<file path="config.mk">
export PLATFORM = sky130hd
export DESIGN_NAME = standard_timer
export DESIGN_NICKNAME = d
export VERILOG_FILES = /design/src/core/standard_timer_pkg.sv /design/src/core/tick_if.sv /design/src/core/count_tick_gen.sv /design/src/core/standard_timer.sv
export SDC_FILE = /design/constraint.sdc
export NUM_CORES = 1
export LEC_CHECK = 0
export ABC_AREA = 1
export ABC_CLOCK_PERIOD_IN_PS = 2500
export CORE_MARGIN = 1.5
export CORE_UTILIZATION = 58
export DETAILED_ROUTE_END_ITERATION = 8
export DONT_BUFFER_PORTS = 1
export PLACE_DENSITY = 0.88
export SLEW_MARGIN = 20
export SYNTH_ARGS = -nofsm -noshare
export SYNTH_HDL_FRONTEND = slang
export SYNTH_SLANG_ARGS = --single-unit
</file>
<file path="constraint.sdc">
create_clock -name clk_i -period 2.5 [get_ports clk_i]
set_clock_uncertainty 0.2 [all_clocks]
set_input_delay 0.25 -clock clk_i [delete_from_list [all_inputs] [get_ports clk_i]]
set_output_delay 0.25 -clock clk_i [all_outputs]
set_load 0.05 [all_outputs]
</file>
<file path="src/core/standard_timer_pkg.sv">
package standard_timer_pkg;
   // Register byte addresses, one aligned word each
   localparam logic [7:0] ADDR_CTRL0  = 8'h00;
   localparam logic [7:0] ADDR_CTRL1  = 8'h04;
   localparam logic [7:0] ADDR_CNT_LO = 8'h08;
   localparam logic [7:0] ADDR_CNT_HI = 8'h0C;
   localparam logic [7:0] ADDR_DUTY_LO = 8'h10;
   localparam logic [7:0] ADDR_DUTY_HI = 8'h14;
   localparam logic [7:0] ADDR_PERIOD = 8'h18;
   // Control 0 field positions
   localparam int C0_PAUSE_BIT = 7;
   localparam int C0_CKSEL_LSB = 4;
   localparam int C0_RUN_BIT   = 3;
   // Control 1 field positions
   localparam int C1_MODE_LSB  = 6;
   localparam int C1_PFN_LSB   = 4;
   localparam int C1_OC_BIT    = 3;
   localparam int C1_POL_BIT   = 2;
   localparam int C1_DPX_BIT   = 1;
   localparam int C1_CLR_BIT   = 0;
   // Reset values
   localparam logic [7:0]  RST_BYTE = 8'h00;
   localparam logic [15:0] RST_WORD = 16'h0000;
   localparam logic [31:0] RST_DATA = 32'h0000_0000;
   // Clock select codes
   localparam logic [2:0] CKSEL_SYS_DIV4 = 3'h0;
   localparam logic [2:0] CKSEL_SYS      = 3'h1;
   localparam logic [2:0] CKSEL_HI_DIV16 = 3'h2;
   localparam logic [2:0] CKSEL_HI_DIV64 = 3'h3;
   localparam logic [2:0] CKSEL_SUB_A    = 3'h4;
   localparam logic [2:0] CKSEL_SUB_B    = 3'h5;
   localparam logic [2:0] CKSEL_EXT_RISE = 3'h6;
   localparam logic [2:0] CKSEL_EXT_FALL = 3'h7;
   // Divider terminal counts
   localparam logic [1:0] DIV4_LAST  = 2'h3;
   localparam logic [3:0] DIV16_LAST = 4'hF;
   localparam logic [5:0] DIV64_LAST = 6'h3F;
   // Pin function codes
   localparam logic [1:0] PFN_0 = 2'h0;
   localparam logic [1:0] PFN_1 = 2'h1;
   localparam logic [1:0] PFN_2 = 2'h2;
   localparam logic [1:0] PFN_3 = 2'h3;
   // Operating modes
   typedef enum logic [1:0] {
      MODE_CMP   = 2'b00,
      MODE_CAP   = 2'b01,
      MODE_PWM   = 2'b10,
      MODE_TIMER = 2'b11
   } mode_t;
endpackage

</file>
<file path="src/core/tick_if.sv">
`timescale 1ns/10ps
// Tick source selection and resulting counter tick
interface tick_if;
   logic [2:0] clk_sel;  // Clock select field
   logic       ext_pin;  // External clock pin level
   logic       hi_tick;  // High clock enable pulse
   logic       sub_tick; // Sub clock enable pulse
   logic       tick;     // One counter clock
   modport gen (input clk_sel, ext_pin, hi_tick, sub_tick, output tick);
   modport core (output clk_sel, ext_pin, hi_tick, sub_tick, input tick);
endinterface // tick_if

</file>
<file path="src/core/count_tick_gen.sv">
`timescale 1ns/10ps
// Prescaler turning the selected source into tick pulses
module count_tick_gen
   import standard_timer_pkg::*;
(
   input  wire logic clk_i,
   input  wire logic rst_i,
   tick_if.gen       tif
);
   typedef struct packed {
      logic [1:0] div4;  // System clock divider
      logic [5:0] divh;  // High clock divider
      logic       ext_d; // Previous external pin level
      logic       tick;  // Registered tick
   } tick_state_t;

   tick_state_t q;
   tick_state_t n;

   ////////////////////////////////////////////////////////////////
   // Next tick and divider state
   always_comb begin
      n       = q;
      n.div4  = q.div4 + 2'h1;
      n.ext_d = tif.ext_pin;
      if (tif.hi_tick) begin
         n.divh = q.divh + 6'h01;
      end
      case (tif.clk_sel)
         CKSEL_SYS_DIV4: n.tick = (q.div4 == DIV4_LAST);
         CKSEL_SYS:      n.tick = 1'b1;
         CKSEL_HI_DIV16: n.tick = tif.hi_tick && (q.divh[3:0] == DIV16_LAST);
         CKSEL_HI_DIV64: n.tick = tif.hi_tick && (q.divh == DIV64_LAST);
         CKSEL_SUB_A,
         CKSEL_SUB_B:    n.tick = tif.sub_tick;
         CKSEL_EXT_RISE: n.tick = tif.ext_pin && !q.ext_d;
         CKSEL_EXT_FALL: n.tick = !tif.ext_pin && q.ext_d;
         default:        n.tick = 1'b0;
      endcase
   end

   // State register
   always_ff @(posedge clk_i) begin
      if (rst_i) begin
         q <= '0;
      end else begin
         q <= n;
      end
   end

   assign tif.tick = q.tick;

   // Full-rate selection ticks every cycle
   sel_sys_a: assert property (@(posedge clk_i) disable iff (rst_i)
      (tif.clk_sel == CKSEL_SYS && $past(tif.clk_sel) == CKSEL_SYS)
      |-> tif.tick)
      else $error("System clock tick missing");
endmodule // count_tick_gen

</file>
<file path="src/core/standard_timer.sv">
`timescale 1ns/10ps
// Sixteen-bit standard timer with Wishbone register access
module standard_timer
   import standard_timer_pkg::*;
(
   input  wire logic        clk_i,
   input  wire logic        rst_i,
   input  wire logic        wb_cyc_i,
   input  wire logic        wb_stb_i,
   input  wire logic        wb_we_i,
   input  wire logic [7:0]  wb_adr_i,
   input  wire logic [3:0]  wb_sel_i,
   input  wire logic [31:0] wb_dat_i,
   output logic      [31:0] wb_dat_o,
   output logic             wb_ack_o,
   input  wire logic        hi_tick_i,
   input  wire logic        sub_tick_i,
   input  wire logic        external_clock_pin_i,
   input  wire logic        capture_input_pin_i,
   output logic             timer_output_pin_o,
   output logic             inverted_output_pin_o,
   output logic             timer_irq_o
);
   typedef struct packed {
      logic        pause;      // Pause bit
      logic [2:0]  clk_sel;    // Clock select field
      logic        run;        // Run enable bit
      mode_t       mode;       // Mode field
      logic [1:0]  pin_fn;     // Pin function field
      logic        oc;         // Output control bit
      logic        pol;        // Polarity bit
      logic        dpx;        // Duty/period select bit
      logic        clr_sel;    // Clear select bit
      logic [15:0] count;      // Up-counter
      logic [15:0] duty;       // Duty compare value
      logic [7:0]  period;     // Period compare value
      logic        run_d;      // Run bit, one cycle old
      logic        lvl;        // Pin level before polarity
      logic        pulse_done; // Single pulse finished
      logic        cap_d;      // Capture pin, one cycle old
      logic        ack;        // Bus acknowledge
      logic [31:0] dat;        // Bus read data
      logic        out;        // Timer output pin
      logic        out_n;      // Inverted output pin
      logic        irq;        // Interrupt request pulse
   } timer_state_t;

   timer_state_t q;
   timer_state_t n;

   tick_if tif ();

   logic [16:0] inc;        // Counter plus one with carry
   logic        counting;   // Counter advances this cycle
   logic        run_rise;   // Run bit low-to-high
   logic        p_event;    // Period comparator match
   logic        a_event;    // Duty comparator match
   logic        ovf;        // Counter wraps past top
   logic        clr;        // Counter clears this tick
   logic        pwm_active; // PWM waveform in active phase
   logic        cap_rise;   // Capture pin rising edge
   logic        cap_fall;   // Capture pin falling edge
   logic        cap_trig;   // Capture trigger selected
   logic        wr_en;      // Bus write takes effect
   logic [7:0]  rd_byte;    // Addressed register value

   ////////////////////////////////////////////////////////////////
   // Tick source wiring
   assign tif.clk_sel  = q.clk_sel;
   assign tif.ext_pin  = external_clock_pin_i;
   assign tif.hi_tick  = hi_tick_i;
   assign tif.sub_tick = sub_tick_i;

   count_tick_gen u_tick (
      .clk_i (clk_i),
      .rst_i (rst_i),
      .tif   (tif)
   );

   ////////////////////////////////////////////////////////////////
   // Comparators and clear decision
   always_comb begin
      inc      = {1'b0, q.count} + 17'h0_0001;
      ovf      = inc[16];
      run_rise = q.run && !q.run_d;
      counting = q.run && !q.pause && tif.tick;
      // Upper byte match; value zero lands on the wrap
      p_event  = (inc[15:0] == {q.period, 8'h00});
      // Full-width match; zero value never matches
      a_event  = (inc[15:0] == q.duty) && (q.duty != RST_WORD);
      case (q.mode)
         MODE_CMP,
         MODE_TIMER: clr = q.clr_sel ? a_event : p_event;
         MODE_PWM:   clr = q.dpx ? a_event : p_event;
         MODE_CAP:   clr = p_event;
         default:    clr = p_event;
      endcase
   end

   ////////////////////////////////////////////////////////////////
   // PWM phase and capture trigger
   always_comb begin
      if (!q.dpx) begin
         // Period from high byte, duty from full value
         pwm_active = (q.count < q.duty);
      end else begin
         // Duty from high byte, zero means whole period
         pwm_active = (q.period == RST_BYTE) ||
                      (q.count[15:8] < q.period);
      end
      cap_rise = capture_input_pin_i && !q.cap_d;
      cap_fall = !capture_input_pin_i && q.cap_d;
      case (q.pin_fn)
         PFN_0:   cap_trig = cap_rise;
         PFN_1:   cap_trig = cap_fall;
         PFN_2:   cap_trig = cap_rise || cap_fall;
         PFN_3:   cap_trig = 1'b0;
         default: cap_trig = 1'b0;
      endcase
   end

   ////////////////////////////////////////////////////////////////
   // Read multiplexer; unmapped addresses read zero
   always_comb begin
      case (wb_adr_i)
         ADDR_CTRL0:   rd_byte = {q.pause, q.clk_sel, q.run, 3'h0};
         ADDR_CTRL1:   rd_byte = {q.mode, q.pin_fn, q.oc, q.pol,
                                  q.dpx, q.clr_sel};
         ADDR_CNT_LO:  rd_byte = q.count[7:0];
         ADDR_CNT_HI:  rd_byte = q.count[15:8];
         ADDR_DUTY_LO: rd_byte = q.duty[7:0];
         ADDR_DUTY_HI: rd_byte = q.duty[15:8];
         ADDR_PERIOD:  rd_byte = q.period;
         default:      rd_byte = RST_BYTE;
      endcase
   end

   // Write lands on the edge where the master sees ack
   assign wr_en = wb_cyc_i && wb_stb_i && wb_we_i && q.ack && wb_sel_i[0];

   ////////////////////////////////////////////////////////////////
   // Next state
   always_comb begin
      n       = q;
      n.irq   = 1'b0;
      n.run_d = q.run;
      n.cap_d = capture_input_pin_i;
      // Bus handshake, ack one cycle after request
      n.ack   = wb_cyc_i && wb_stb_i && !q.ack;
      if (wb_cyc_i && wb_stb_i && !q.ack) begin
         n.dat = {24'h00_0000, rd_byte};
      end
      // Register writes; counter bytes ignore writes
      if (wr_en) begin
         case (wb_adr_i)
            ADDR_CTRL0: begin
               n.pause   = wb_dat_i[C0_PAUSE_BIT];
               n.clk_sel = wb_dat_i[C0_CKSEL_LSB +: 3];
               n.run     = wb_dat_i[C0_RUN_BIT];
            end
            ADDR_CTRL1: begin
               n.mode    = mode_t'(wb_dat_i[C1_MODE_LSB +: 2]);
               n.pin_fn  = wb_dat_i[C1_PFN_LSB +: 2];
               n.oc      = wb_dat_i[C1_OC_BIT];
               n.pol     = wb_dat_i[C1_POL_BIT];
               n.dpx     = wb_dat_i[C1_DPX_BIT];
               n.clr_sel = wb_dat_i[C1_CLR_BIT];
            end
            ADDR_DUTY_LO: n.duty[7:0]  = wb_dat_i[7:0];
            ADDR_DUTY_HI: n.duty[15:8] = wb_dat_i[7:0];
            ADDR_PERIOD:  n.period     = wb_dat_i[7:0];
            default: begin
               // Unmapped or read-only: nothing stored
            end
         endcase
      end
      // Counter
      if (run_rise) begin
         n.count = RST_WORD;
      end else if (counting) begin
         n.count = clr ? RST_WORD : inc[15:0];
         n.irq   = clr || ovf;
      end
      // Pin level per mode
      case (q.mode)
         MODE_CMP: begin
            if (run_rise) begin
               n.lvl = q.oc;
            end else if (counting && a_event) begin
               // Equal request leaves level as it is
               case (q.pin_fn)
                  PFN_1:   n.lvl = 1'b0;
                  PFN_2:   n.lvl = 1'b1;
                  PFN_3:   n.lvl = !q.lvl;
                  default: n.lvl = q.lvl;
               endcase
            end
         end
         MODE_PWM: begin
            case (q.pin_fn)
               PFN_0:   n.lvl = !q.oc;
               PFN_1:   n.lvl = q.oc;
               PFN_2:   n.lvl = pwm_active ? q.oc : !q.oc;
               PFN_3: begin
                  // Single pulse from run rise to duty match
                  if (run_rise) begin
                     n.lvl        = q.oc;
                     n.pulse_done = 1'b0;
                  end else if (!q.run || q.pulse_done) begin
                     n.lvl = !q.oc;
                  end else if (counting && a_event) begin
                     n.lvl        = !q.oc;
                     n.pulse_done = 1'b1;
                  end
               end
               default: n.lvl = q.lvl;
            endcase
         end
         MODE_CAP: begin
            // Capture stores the counter in the duty value
            if (q.run && cap_trig) begin
               n.duty = q.count;
               n.irq  = 1'b1;
            end
         end
         default: begin
            // Timer mode: pin level not used
            n.lvl = q.lvl;
         end
      endcase
      // Output pins
      if (n.mode != MODE_TIMER) begin
         n.out = n.pol ? !n.lvl : n.lvl;
      end else begin
         n.out = q.out;
      end
      n.out_n = !n.out;
   end

   ////////////////////////////////////////////////////////////////
   // State register
   always_ff @(posedge clk_i) begin
      if (rst_i) begin
         q       <= '0;
         // Inverse pin starts high so the pair never agrees
         q.out_n <= 1'b1;
      end else begin
         q <= n;
      end
   end

   // Outputs straight from state flip-flops
   assign wb_dat_o              = q.dat;
   assign wb_ack_o              = q.ack;
   assign timer_output_pin_o    = q.out;
   assign inverted_output_pin_o = q.out_n;
   assign timer_irq_o           = q.irq;

   ////////////////////////////////////////////////////////////////
   // Checks
   pause_hold_a: assert property (@(posedge clk_i) disable iff (rst_i)
      ($past(q.pause) && !$past(run_rise)) |-> q.count == $past(q.count))
      else $error("Counter moved while paused");

   run_rise_clear_a: assert property (@(posedge clk_i) disable iff (rst_i)
      run_rise |=> q.count == RST_WORD)
      else $error("Counter not cleared on run rise");

   run_off_hold_a: assert property (@(posedge clk_i) disable iff (rst_i)
      !q.run |=> q.count == $past(q.count))
      else $error("Counter moved while stopped");

   cmp_init_lvl_a: assert property (@(posedge clk_i) disable iff (rst_i)
      (run_rise && q.mode == MODE_CMP) |=> q.lvl == $past(q.oc))
      else $error("Initial level not restored");

   inverse_pin_a: assert property (@(posedge clk_i) disable iff (rst_i)
      inverted_output_pin_o == !timer_output_pin_o)
      else $error("Inverted pin not inverse");

   polarity_out_a: assert property (@(posedge clk_i) disable iff (rst_i)
      (q.mode != MODE_TIMER) |-> timer_output_pin_o == (q.lvl ^ q.pol))
      else $error("Polarity not applied");

   period_clear_a: assert property (@(posedge clk_i) disable iff (rst_i)
      (counting && !run_rise && q.mode == MODE_CMP && !q.clr_sel
       && p_event) |=> (q.count == RST_WORD) && timer_irq_o)
      else $error("Period match did not clear");

   duty_clear_a: assert property (@(posedge clk_i) disable iff (rst_i)
      (counting && !run_rise && q.mode == MODE_CMP && q.clr_sel
       && a_event) |=> (q.count == RST_WORD) && timer_irq_o)
      else $error("Duty match did not clear");

   toggle_match_a: assert property (@(posedge clk_i) disable iff (rst_i)
      (counting && !run_rise && a_event && q.mode == MODE_CMP
       && q.pin_fn == PFN_3) |=> q.lvl != $past(q.lvl))
      else $error("Toggle on match missing");

   pwm_force_a: assert property (@(posedge clk_i) disable iff (rst_i)
      (q.mode == MODE_PWM && q.pin_fn == PFN_1) |=> q.lvl == $past(q.oc))
      else $error("Forced active level wrong");

   ////////////////////////////////////////////////////////////////
   // Bus, counter and pin checks

   // Ack is a one-cycle pulse
   ack_pulse_a: assert property (
      @(posedge clk_i) disable iff (rst_i)
      wb_ack_o |=> !wb_ack_o)
      else $error("Ack held longer than one cycle");

   // Timer mode leaves the pin where it was
   timer_hold_a: assert property (
      @(posedge clk_i) disable iff (rst_i)
      (q.mode == MODE_TIMER) |-> $stable(timer_output_pin_o))
      else $error("Pin moved in timer mode");

   // A counting tick without clear adds one
   count_step_a: assert property (
      @(posedge clk_i) disable iff (rst_i)
      (counting && !run_rise && !clr)
      |=> q.count == $past(q.count) + 16'h0001)
      else $error("Counter step wrong");

   // Any selected clear zeroes the counter and requests
   clear_irq_a: assert property (
      @(posedge clk_i) disable iff (rst_i)
      (counting && !run_rise && clr)
      |=> (q.count == RST_WORD) && timer_irq_o)
      else $error("Clear without zero or request");

   // Forced inactive level in PWM mode
   pwm_idle_a: assert property (
      @(posedge clk_i) disable iff (rst_i)
      (q.mode == MODE_PWM && q.pin_fn == PFN_0)
      |=> q.lvl == !$past(q.oc))
      else $error("Forced inactive level wrong");

   // Waveform follows the active phase and output control
   pwm_wave_a: assert property (
      @(posedge clk_i) disable iff (rst_i)
      (q.mode == MODE_PWM && q.pin_fn == PFN_2) |=>
      q.lvl == ($past(pwm_active) ? $past(q.oc) : !$past(q.oc)))
      else $error("PWM level wrong");

   // Finished single pulse stays inactive
   pulse_end_a: assert property (
      @(posedge clk_i) disable iff (rst_i)
      (q.mode == MODE_PWM && q.pin_fn == PFN_3 && !run_rise
       && q.pulse_done) |=> q.lvl == !$past(q.oc))
      else $error("Single pulse not ended");

   // Capture copies the counter and requests service
   capture_store_a: assert property (
      @(posedge clk_i) disable iff (rst_i)
      (q.mode == MODE_CAP && q.run && cap_trig)
      |=> (q.duty == $past(q.count)) && timer_irq_o)
      else $error("Capture not stored");
endmodule // standard_timer

</file>
==> results of run 1 <==
registers in the layout, indices dropped and copies added, names as in the netlist, named ones only:
| signal | flops |
|---|---|
| inverted_output_pin_o | 1 |
| n | 1 |
| q | 53 |
| tif.clk_sel | 3 |
| timer_irq_o | 1 |
| u_tick.q | 9 |
| u_tick.tif.tick | 1 |
| wb_ack_o | 1 |
| wb_dat_o | 8 |
critical path: stages (launching register included):
cell,delay (ps)
dfxtp_4,370
buf_6,110
nand2_2,60
nor2_4,210
buf_6,130
nand3_1,60
nand2_1,90
nand2_1,70
nand2_1,60
nand2_1,70
nor2_2,150
nand2_2,90
nor2_4,140
nand3_4,100
nand2_1,80
nand2_1,60
nand3_2,60
nand2_1,60
nand3_1,70
nand2_1,60
nand2_2,70
nand2_2,60
nand2_2,60
nand3_2,60
nand2_2,70
inv_2,30
routing by layer:
metal | vias up | global-route usage
met5 | - | 0
met4 | 0 | 0.1993
met3 | 110 | 0.07871
met2 | 436 | 0.5701
met1 | 2801 | 0.4654
li1 | 2944 | -
power by group through the flow:
stage | Sequential [mW] | Clock, mW | Combinational [mW]
global placement | 1.30 | 0 | 0.148
detailed placement | 1.30 | 0 | 0.150
CTS | 1.27 | 1.05 | 0.173
floorplan | 1.30 | 0 | 0.159
finish | 1.27 | 1.05 | 0.179
global route | 1.27 | 1.10 | 0.191
layout by cell type, fill, tap and decap left out, types with 6 or more instances in the layout:
master	Yosys	layout
dlygate4sd3_1	0	13
o211ai_1	18	18
inv_1	131	130
nor2_4	2	7
o22ai_1	19	19
nor2_2	6	6
buf_6	1	6
dfxtp_1	79	74
clkbuf_8	0	9
nand2_1	196	174
nand4_1	19	19
buf_4	33	105
a21oi_1	67	65
nand2_2	3	24
nand3_1	55	44
nand3_2	3	12
nor3_1	12	12
ha_1	31	30
nor2_1	62	57
o21ai_0	58	55
conb_1	1	24
cells by family after synthesis:
| logic type | count (synthesis) | share of synthesized area |
|---|---|---|
| AOI/OAI and AO/OA | 184 | 0.1945 |
| xor gates and xnor gates | 2 | 0.003235 |
| adders and majority gates | 31 | 0.07161 |
| buffers and inverters | 184 | 0.1518 |
| DFF | 79 | 0.2920 |
| other | 1 | 0.0006923 |
| and+or+nand+nor | 361 | 0.2862 |
cell type report:
type | instances | area, um^2 | share of cell area
clock inverter | 7 | 83.83 | 0.01242
timing repair buffer | 124 | 985.9 | 0.1461
antenna | 1 | 2.502 | 0.0003708
tap | 111 | 138.9 | 0.02058
inverter | 134 | 508.0 | 0.07527
clock buffer | 9 | 123.9 | 0.01835
sequential | 79 | 1595 | 0.2364
multi-input combinational | 602 | 3311 | 0.4905
worst paths after layout:
path / cells after the start / to
setup reg to reg: 25 / register
hold reg to reg: 1 / u_tick.q[8]$_SDFF_PP0_
hold / removal: 3 / u_tick.tif.tick$_SDFF_PP0_
setup / recovery: 25 / register
repair_timing:
action / in CTS / in global routing
setup buffers: 6 / 5
hold endpoints to repair: 45 / 0
resized for setup: 39 / 33
endpoints found under the setup margin: 21 / 22
hold buffers: 13 / 0
pin swaps: 19 / 15
==> metrics, run 1 <==
Worst Setup SP q[65]$_SDFFE_PP0P_; Port Buf Inserts 0; Sw Ratio 0.2886; setup TNS -3343 ps; largest area contributor in the netlist dfxtp_1; Non-Filler Instances between 1k and 1.5k; maximum clock path buffer count 2; number of synthesis warnings 0; synth unique cells 38; type of the worst min-delay path in -> reg; first-pass GRT wire length about 28000 um; HP Start sub_tick_i; post-route setup slack -242.9 ps; Critical Path Sink Type register; fin crit share 1.097; share of post-route cells with drive strength above 1 0.2063; Post-Syn Area between 5000 and 6000 um^2; initial core utilization 0.5918; total CTS buffers 9; Syn Area/Cell 6.433 um^2; main area contributors after synthesis dfxtp_1 (29%), nand2_1 (14%), inv_1 (9.1%), ha_1 (7.2%), a21oi_1 (6.2%); Area growth, synth to finish 24.60%; Post-layout nets 1034; fin util 0.7374; post-place setup slack -418.6 ps; Worst Path Required 2580 ps; final hold viol count 0; Die ar. 9927 um^2; Comb power frac 0.072; TritonCTS clock tree built; via count ~6.3k; largest net degree at the start of global routing 32; Finish-stage setup viols 20; die span in x 99.64 um; DPL Wire Length between 10000 and 15000 um; FP Rows 35; Via density ~5.9; H-Tree Depth 3; leakage power about 3.0 nW; synth cell count leaders nand2_1 (196), inv_1 (131), dfxtp_1 (79); worst skew pair latency 380 ps; met1 wire length about 7000 um; r2r startpoint q[65]$_SDFFE_PP0P_; final instance area 6749 um^2; RSZ-0062 raised after global routing true; Psw roughly 0.72 mW; Int Pwr around 1.8 mW; placeable core area ~9000 um^2; global route overflow 0; clock group share of total power 0.421; PwrDens between 300 and 400 nW/um^2; Filler cells 700; Final GP Congestion about 1.0; most common cell in the netlist nand2_1; final critical-path required period 2743 ps; worst path arrival time ~2800 ps; actual slew at the worst max-slew pin ~900 ps; failing checks negative setup slack; total track usage 0.3631; Starting DRT DRC Count around 840; Seq/Total Area, Yosys 0.2920; clock-pin slew on the worst setup and hold paths ~90 ps; # DRC 0; post-synth top area share 0.2920; Final Max Slew Viols 0; final WL 18070 um; Max IR drop VDD 301.4 uV; CP max FO 5; Top Metal Used met4; # Max-Cap Violations 0; Die H around 100 um; initial antenna violation count 0; status finished with violations; met3 wire length between 2000 and 2500 um; Slew HR 0.3947; Placed Instances 1026; Critical Path Start Type register; WL/cell about 17 um; # IOs 89; Post-synth EDFFs 0; post-synthesis cell count 842; metal2 WL about 8000 um; worst hold margin ~4 ps; vias in the first global route 5726; post-detailed-route count of antenna-violating nets 0; Placed Area 6082 um^2; Sink Count 79; Power Total 2.501 mW; Pre-antenna DRT Iters 7; fraction of registers with async set/reset 0; CTS root buffer clkbuf_8; top_reg_cell synth dfxtp_1; Seq pwr share 0.507; reg2reg setup slack -240 ps; Max Clock Freq about 360 MHz; #FFs+latches synth between 70 and 80; critical path type reg -> reg
Note: power is estimated with default switching activity, not from simulation.
==> run 2: changes to the inputs <==
REMOVE_ABC_BUFFERS = 1   (was not set)
SLEW_MARGIN = 40   (was 20)
SYNTH_HIERARCHICAL = 1   (was not set)
==> run 2 against run 1 <==
  * Synthesized area up 1.5%
  * Critical path depth down 6
  * Wire length up 1.5%
  * Clock-buffer cell count up 1
  * Via count down 0.22%
  * Clock power up 4%
  * Utilization up 0.83 points
  * The run ends with design-rule violations, negative setup slack left
  * Total power up 1.7%
==> metrics, run 2 <==
status finished with violations; failing checks design-rule violations, negative setup slack; final WL 18340 um (+1.5%); Via density 5.834 (-1.1%); Slew HR 0.4167 (+0.02193); main combinational cell family by area after synthesis simple AND/OR/NAND/NOR gates; max reg flops 53 (unchanged); share of post-route cells with drive strength above 1 0.2166 (+0.01030); TritonCTS clock tree built; Non-Filler Instances 1076 (+0.84%); final critical-path required period 2893 ps (+150.4 ps); Seq pwr share 0.499 (-0.008); synth cell count leaders nand2_1 (211), inv_1 (127), dfxtp_1 (79); Worst R2R Path Depth 19 (-24%); Top Metal Used met4; Port Buf Inserts 0 (unchanged); total track usage 0.3562 (-0.006928); synth unique cells 38 (unchanged); total CTS buffers 9 (unchanged); main area contributors after synthesis dfxtp_1 (29%), nand2_1 (14%), inv_1 (8.7%), ha_1 (7.1%), a21oi_1 (6.6%); r2r startpoint q[65]$_SDFFE_PP0P_; reg2reg end q[64]$_SDFFE_PP0P_; FP Rows 35 (unchanged); Compound-Gate Fraction of Synth Area 0.1828 (-0.01171); # DRC 1 (+1); largest net degree at the start of global routing 33 (+3.1%); Worst Path Required 2530 ps (-50 ps); Final Max Slew Viols 0 (unchanged); post-synthesis adder-cell area fraction 0.07057 (-0.001043); Final GP Congestion 1.095 (+4.8%); worst skew pair latency 370 ps (about the same); simple-gate share of the synthesized area 0.3007 (+0.01450); Area growth, synth to finish 24.77%; CP max FO 6 (+1); Starting DRT DRC Count 679 (-19%); largest area contributor in the netlist dfxtp_1; post-route setup slack -393.3 ps (-150.4 ps); post-synthesis mux area share 0 (unchanged); Die ar. 10070 um^2 (+1.4%); Max IR drop VDD 534.3 uV (+77%); Worst Hold End q[58]$_SDFF_PP0_; commonest cells after routing, fill and taps aside nand2_1 (185), inv_1 (124), buf_4 (100); #FFs+latches synth 79 (unchanged); Syn Area/Cell 6.444 um^2 (+0.17%); worst path arrival time 2930 ps (+100 ps); DPL Wire Length 12900 um (-0.46%); Placed Instances 1033 (+0.68%); via count 6277 (-0.22%); Int Pwr 1.867 mW (+4.9%); PwrDens 370.8 nW/um^2 (about the same); Die H 100.4 um (+0.72%); Post-synth EDFFs 0 (unchanged); RSZ-0062 raised after global routing true; reg2reg setup slack -390 ps (-150 ps); Seq/Total Area, Yosys 0.2877 (-0.004254); Post-layout nets 1044 (+0.97%); initial core utilization 0.5977 (+0.005889); die span in x 100.4 um (+0.72%); placeable core area 9196 um^2 (+0.48%); actual slew at the worst max-slew pin 872.1 ps (-32.78 ps); fraction of registers with async set/reset 0 (unchanged); Critical Path Max Stage Delay 390 ps (+20 ps); type of the worst min-delay path in -> reg; HP Start wb_dat_i[2]; final hold viol count 0 (unchanged); Synth Area in XOR/XNOR 0.01184 (+0.008603); post-synth top area share 0.2877 (-0.004254); Sw Ratio 0.2659 (-0.02264); Comb power frac 0.072 (about the same); Placed Area 6116 um^2 (+0.56%); Hold Path Stages 4 (+1); CTS root buffer clkbuf_8; met1 wire length 6968 um (+1.4%); initial antenna violation count 0 (unchanged); post-synthesis cell count 853 (+1.3%); final instance area 6858 um^2 (+1.6%); Crit-path slowest cell dfxtp_4; global route overflow 0 (unchanged); post-detailed-route count of antenna-violating nets 0 (unchanged); number of antenna repair diodes 0 (-1); vias in the first global route 5845 (+2.1%); Max Clock Freq 345.6 MHz (-5.2%); clock group share of total power 0.430 (+0.009); Most flops, register q; top_reg_cell synth dfxtp_1; Critical Path Start Type register; critical path type reg -> reg; # IOs 89 (unchanged); first-pass GRT wire length 27930 um (-1.4%); WL/cell 17.05 um (+0.67%); clock-pin slew on the worst setup and hold paths 90 ps (about the same); worst hold margin 76.27 ps (+72.33 ps); fin crit share 1.157 (+0.06015); met3 wire length 1904 um (-10%); # Max-Cap Violations 0 (unchanged); number of synthesis warnings 6 (+6); leakage power 3.154 nW (+4.3%); metal2 WL 8386 um (+4.5%); H-Tree Depth 3 (unchanged); maximum clock path buffer count 2 (unchanged); Critical Path Sink Type register; most common cell in the netlist nand2_1; most common cell after layout, fill and taps aside nand2_1; Psw 0.6762 mW (-6.3%); Sink Count 79 (unchanged); crit-path cells ha_4 -> nand2_4 -> nor2_4 -> nand2_1 -> nand2_2 -> nand2_2 -> nand2_1 -> nand4_1 -> nor3b_2 -> nand3_1 -> nor3_2 -> nand3_1 -> o21ai_1 -> nand2_1 -> nand2_2 -> nor2_4 -> buf_12 -> o21ai_2 -> nor2_1; Finish-stage setup viols 21 (+5.0%); Pre-antenna DRT Iters 9 (+2); Post-Syn Area 5497 um^2 (+1.5%); Power Total 2.543 mW (+1.7%)
## run 2: repair_timing
action                                  4_1_cts  5_1_grt
hold endpoints to repair                     45        0
buffers inserted                              6        8
gates resized for setup                      32       49
endpoints found under the setup margin       21       21
pin swaps                                    29       41
hold buffers                                 13        0
## run 2: kinds of logic after synthesis
group | count (synthesis)
simple gates | 379
buf+inv | 179
xor+xnor | 5
other cells | 1
flops | 79
fa+ha+maj | 31
compound gates | 179
## run 2: critical path: cells and delay by family (launching register included)
family                     cells  cell delay (ps)
DFF                            1              390
AOI/OAI and AO/OA              2              180
and+or+nand+nor               15             1670
adders and majority gates      1              160
buffers and inverters          1              150
## run 2: how the worst max path moves through the flow
stage / endpoint / slack, ps / depth (start not counted) / startpoint
final: q[64]$_SDFFE_PP0P_ / -390 / 19 / q[65]$_SDFFE_PP0P_
after global placement: q[66]$_SDFFE_PP0P_ / -370 / 17 / q[67]$_SDFFE_PP0P_
after global routing: register / -570 / 25 / q[67]$_SDFFE_PP0P_
after detailed placement: q[69]$_SDFFE_PP0P_ / -480 / 17 / q[67]$_SDFFE_PP0P_
after floorplan: q[64]$_SDFFE_PP0P_ / -1 / 17 / q[65]$_SDFFE_PP0P_
after CTS: register / -320 / 27 / q[65]$_SDFFE_PP0P_
## run 2: layout make-up
type	instances	area (um^2)
inverter	132	508.0
sequential	79	1595
clock buffer	10	127.6
fill	665	2338
clock inverter	6	92.59
multi-input combinational	618	3418
tap	111	138.9
timing repair buffer	120	977.2
## run 2: power groups by stage
stage               combinational, mW  sequential, mW  clock (mW)
floorplan                       0.123            1.30           0
global placement                0.150            1.30           0
detailed placement              0.154            1.30           0
CTS                             0.178            1.27        1.09
global route                    0.193            1.27        1.14
finish                          0.182            1.27        1.09
## run 2: metal layers
layer,global-route usage,vias to the layer above
li1,-,2954
met1,0.4371,2802
met2,0.5850,405
met3,0.07242,116
met4,0.1961,0
met5,0,-
## run 2: through the flow
stage | setup TNS (ps) | utilization | setup WS (ps)
2_1_floorplan | -1.231 | - | -1.231
3_3_place_gp | -6895 | 0.6650 | -369.3
3_5_place_dp | -8649 | 0.6650 | -480.0
4_1_cts | -5914 | 0.7214 | -317.8
5_1_grt | -10620 | 0.7457 | -569.1
6_report | -7220 | 0.7457 | -393.3
==> run 3: changes to the inputs <==
CORE_UTILIZATION = 45   (was 58)
PLACE_DENSITY = 0.74   (was 0.88)
==> run 3 against run 2 <==
  * The flow finishes with violations (negative setup slack)
  * Die area is 28% higher
  * Final area increased by 2.1%
  * Via count is 3.6% lower
  * Final cell count up 3.2%
  * Critical path type unchanged
  * Critical endpoint is now q[74]$_SDFFE_PP0P_
  * Largest power group is now the clock network
  * Highest routed layer unchanged
==> metrics, run 3 (synthesized netlist as in run 2, its figures left out) <==
H-Tree Depth 3 (unchanged); Comb power frac 0.062 (-0.010); Most flops, register q; # IOs 89 (unchanged); Via density 5.449 (-6.6%); Post-layout nets 1042 (-0.19%); Final GP Congestion 1.017 (-7.1%); most common cell after layout, fill and taps aside nand2_1; Int Pwr 2.096 mW (+12%); Placed Area 6206 um^2 (+1.5%); worst skew pair latency 350 ps (-20 ps); share of post-route cells with drive strength above 1 0.2098 (-0.006819); fin util 0.5851 (-0.1606); critical path type reg -> reg; Die ar. 12890 um^2 (+28%); post-route setup slack -404.4 ps (-11.10 ps); Area growth, synth to finish 27.34%; total track usage 0.2742 (-0.08198); Psw 0.7555 mW (+12%); max reg flops 53 (unchanged); CTS root buffer clkbuf_16; Final Max Slew Viols 0 (unchanged); Starting DRT DRC Count 685 (+0.88%); failing checks negative setup slack; post-place setup slack -368.1 ps (+111.9 ps); die span in x 113.5 um (+13%); RSZ-0062 raised after global routing true; WL/cell 15.91 um (-6.7%); DPL Wire Length 12800 um (-0.74%); Power Total 2.851 mW (+12%); global route overflow 0 (unchanged); first-pass GRT wire length 27700 um (-0.82%); # Max-Cap Violations 0 (unchanged); Slew HR 0.4755 (+0.05879); post-detailed-route count of antenna-violating nets 0 (unchanged); Seq pwr share 0.446 (-0.053); clock group share of total power 0.492 (+0.062); TritonCTS clock tree built; total CTS buffers 9 (unchanged); final critical-path required period 2904 ps (+11.10 ps); largest net degree at the start of global routing 33 (unchanged); number of antenna repair diodes 0 (unchanged); CP max FO 8 (+2); Sw Ratio 0.2650 (-0.0009479); Finish-stage setup viols 21 (unchanged); via count 6048 (-3.6%); Die H 113.5 um (+13%); placeable core area 11960 um^2 (+30%); setup TNS -7469 ps (-249.4 ps); Critical Path Start Type register; FP Rows 40 (+14%); Port Buf Inserts 0 (unchanged); final instance area 6999 um^2 (+2.1%); actual slew at the worst max-slew pin 786.0 ps (-86.17 ps); Critical Path Sink Type register; final WL 17660 um (-3.7%); # DRC 0 (-1); commonest cells after routing, fill and taps aside nand2_1 (191), inv_1 (125), buf_4 (94); vias in the first global route 5553 (-5.0%); maximum clock path buffer count 2 (unchanged); initial antenna violation count 0 (unchanged); PwrDens 407.4 nW/um^2 (+9.9%); Sink Count 79 (unchanged); clock-pin slew on the worst setup and hold paths 70 ps (-20 ps); fin crit share 1.162 (+0.004439); type of the worst min-delay path in -> reg; Max Clock Freq 344.3 MHz (-0.38%); worst path arrival time 2910 ps (-20 ps); status finished with violations; initial core utilization 0.4595 (-0.1382); final hold viol count 0 (unchanged); Worst Path Required 2500 ps (-30 ps); Max IR drop VDD 528.9 uV (-1.0%); Pre-antenna DRT Iters 6 (-3); leakage power 3.215 nW (+1.9%)
## run 3: worst paths after layout
path	startpoint	endpoint	slack, ps	depth (start not counted)
max	q[65]$_SDFFE_PP0P_	q[74]$_SDFFE_PP0P_	-400	19
min	wb_dat_i[2]	q[82]$_SDFF_PP0_	10	3
max reg2reg	q[65]$_SDFFE_PP0P_	q[74]$_SDFFE_PP0P_	-400	19
min reg2reg	u_tick/q[8]$_SDFF_PP0_	u_tick/q[8]$_SDFF_PP0_	220	1
## run 3: layout make-up
type,instances,area [um^2]
clock buffers,9,225.2
clock inverters,7,86.33
fillers,1099,4962
inverters,132,500.5
multi-input cells,619,3430
flip-flops and latches,79,1587
well taps,147,183.9
repair buffers,117,987.2
## run 3: what timing repair did
action / CTS / global route
setup buffers: 8 / 2
hold buffers: 13 / 0
endpoints found under the setup margin: 21 / 21
cloned: 1 / 0
pin swaps: 17 / 29
endpoints found under the hold margin: 44 / 0
resized for setup: 29 / 43
## run 3: through the flow
stage	hold slack [ps]	instances
after detailed placement	124.9	1070
after CTS	18.10	1108
final	13.79	1110
after floorplan	116.7	829
after global routing	53.77	1110
after global placement	119.7	1070
## run 3: critical path, cell delays in order, from the launching register on
cell and delay [ps]:
dfxtp_2 370, ha_4 170, nand2_4 70, nor2_4 150, buf_12 150, nand2_2 80, nand3_2 60, nand2_1 70
nor3_1 170, nor3b_2 250, nand3_2 110, nor3_4 180, nor2_1 80, nor2_1 140, nand2_2 90, nand2_4 100
buf_12 110, nor2_4 70, nand2_1 80, a21oi_1 50
## run 3: layer usage
metal | global-route usage | vias up | wire [um]
met2 | 0.4454 | 306 | 8030
met3 | 0.06961 | 62 | 1661
met5 | 0 | - | 0
li1 | - | 2959 | -
met4 | 0.1033 | 0 | 667
met1 | 0.3514 | 2721 | 7297
## run 3: power groups by stage
stage	Sequential [mW]	Clock [mW]	Combinational, mW
after floorplan	1.30	0	0.123
after global placement	1.30	0	0.149
after detailed placement	1.30	0	0.150
after CTS	1.27	1.41	0.176
after global routing	1.27	1.47	0.190
final	1.27	1.40	0.178
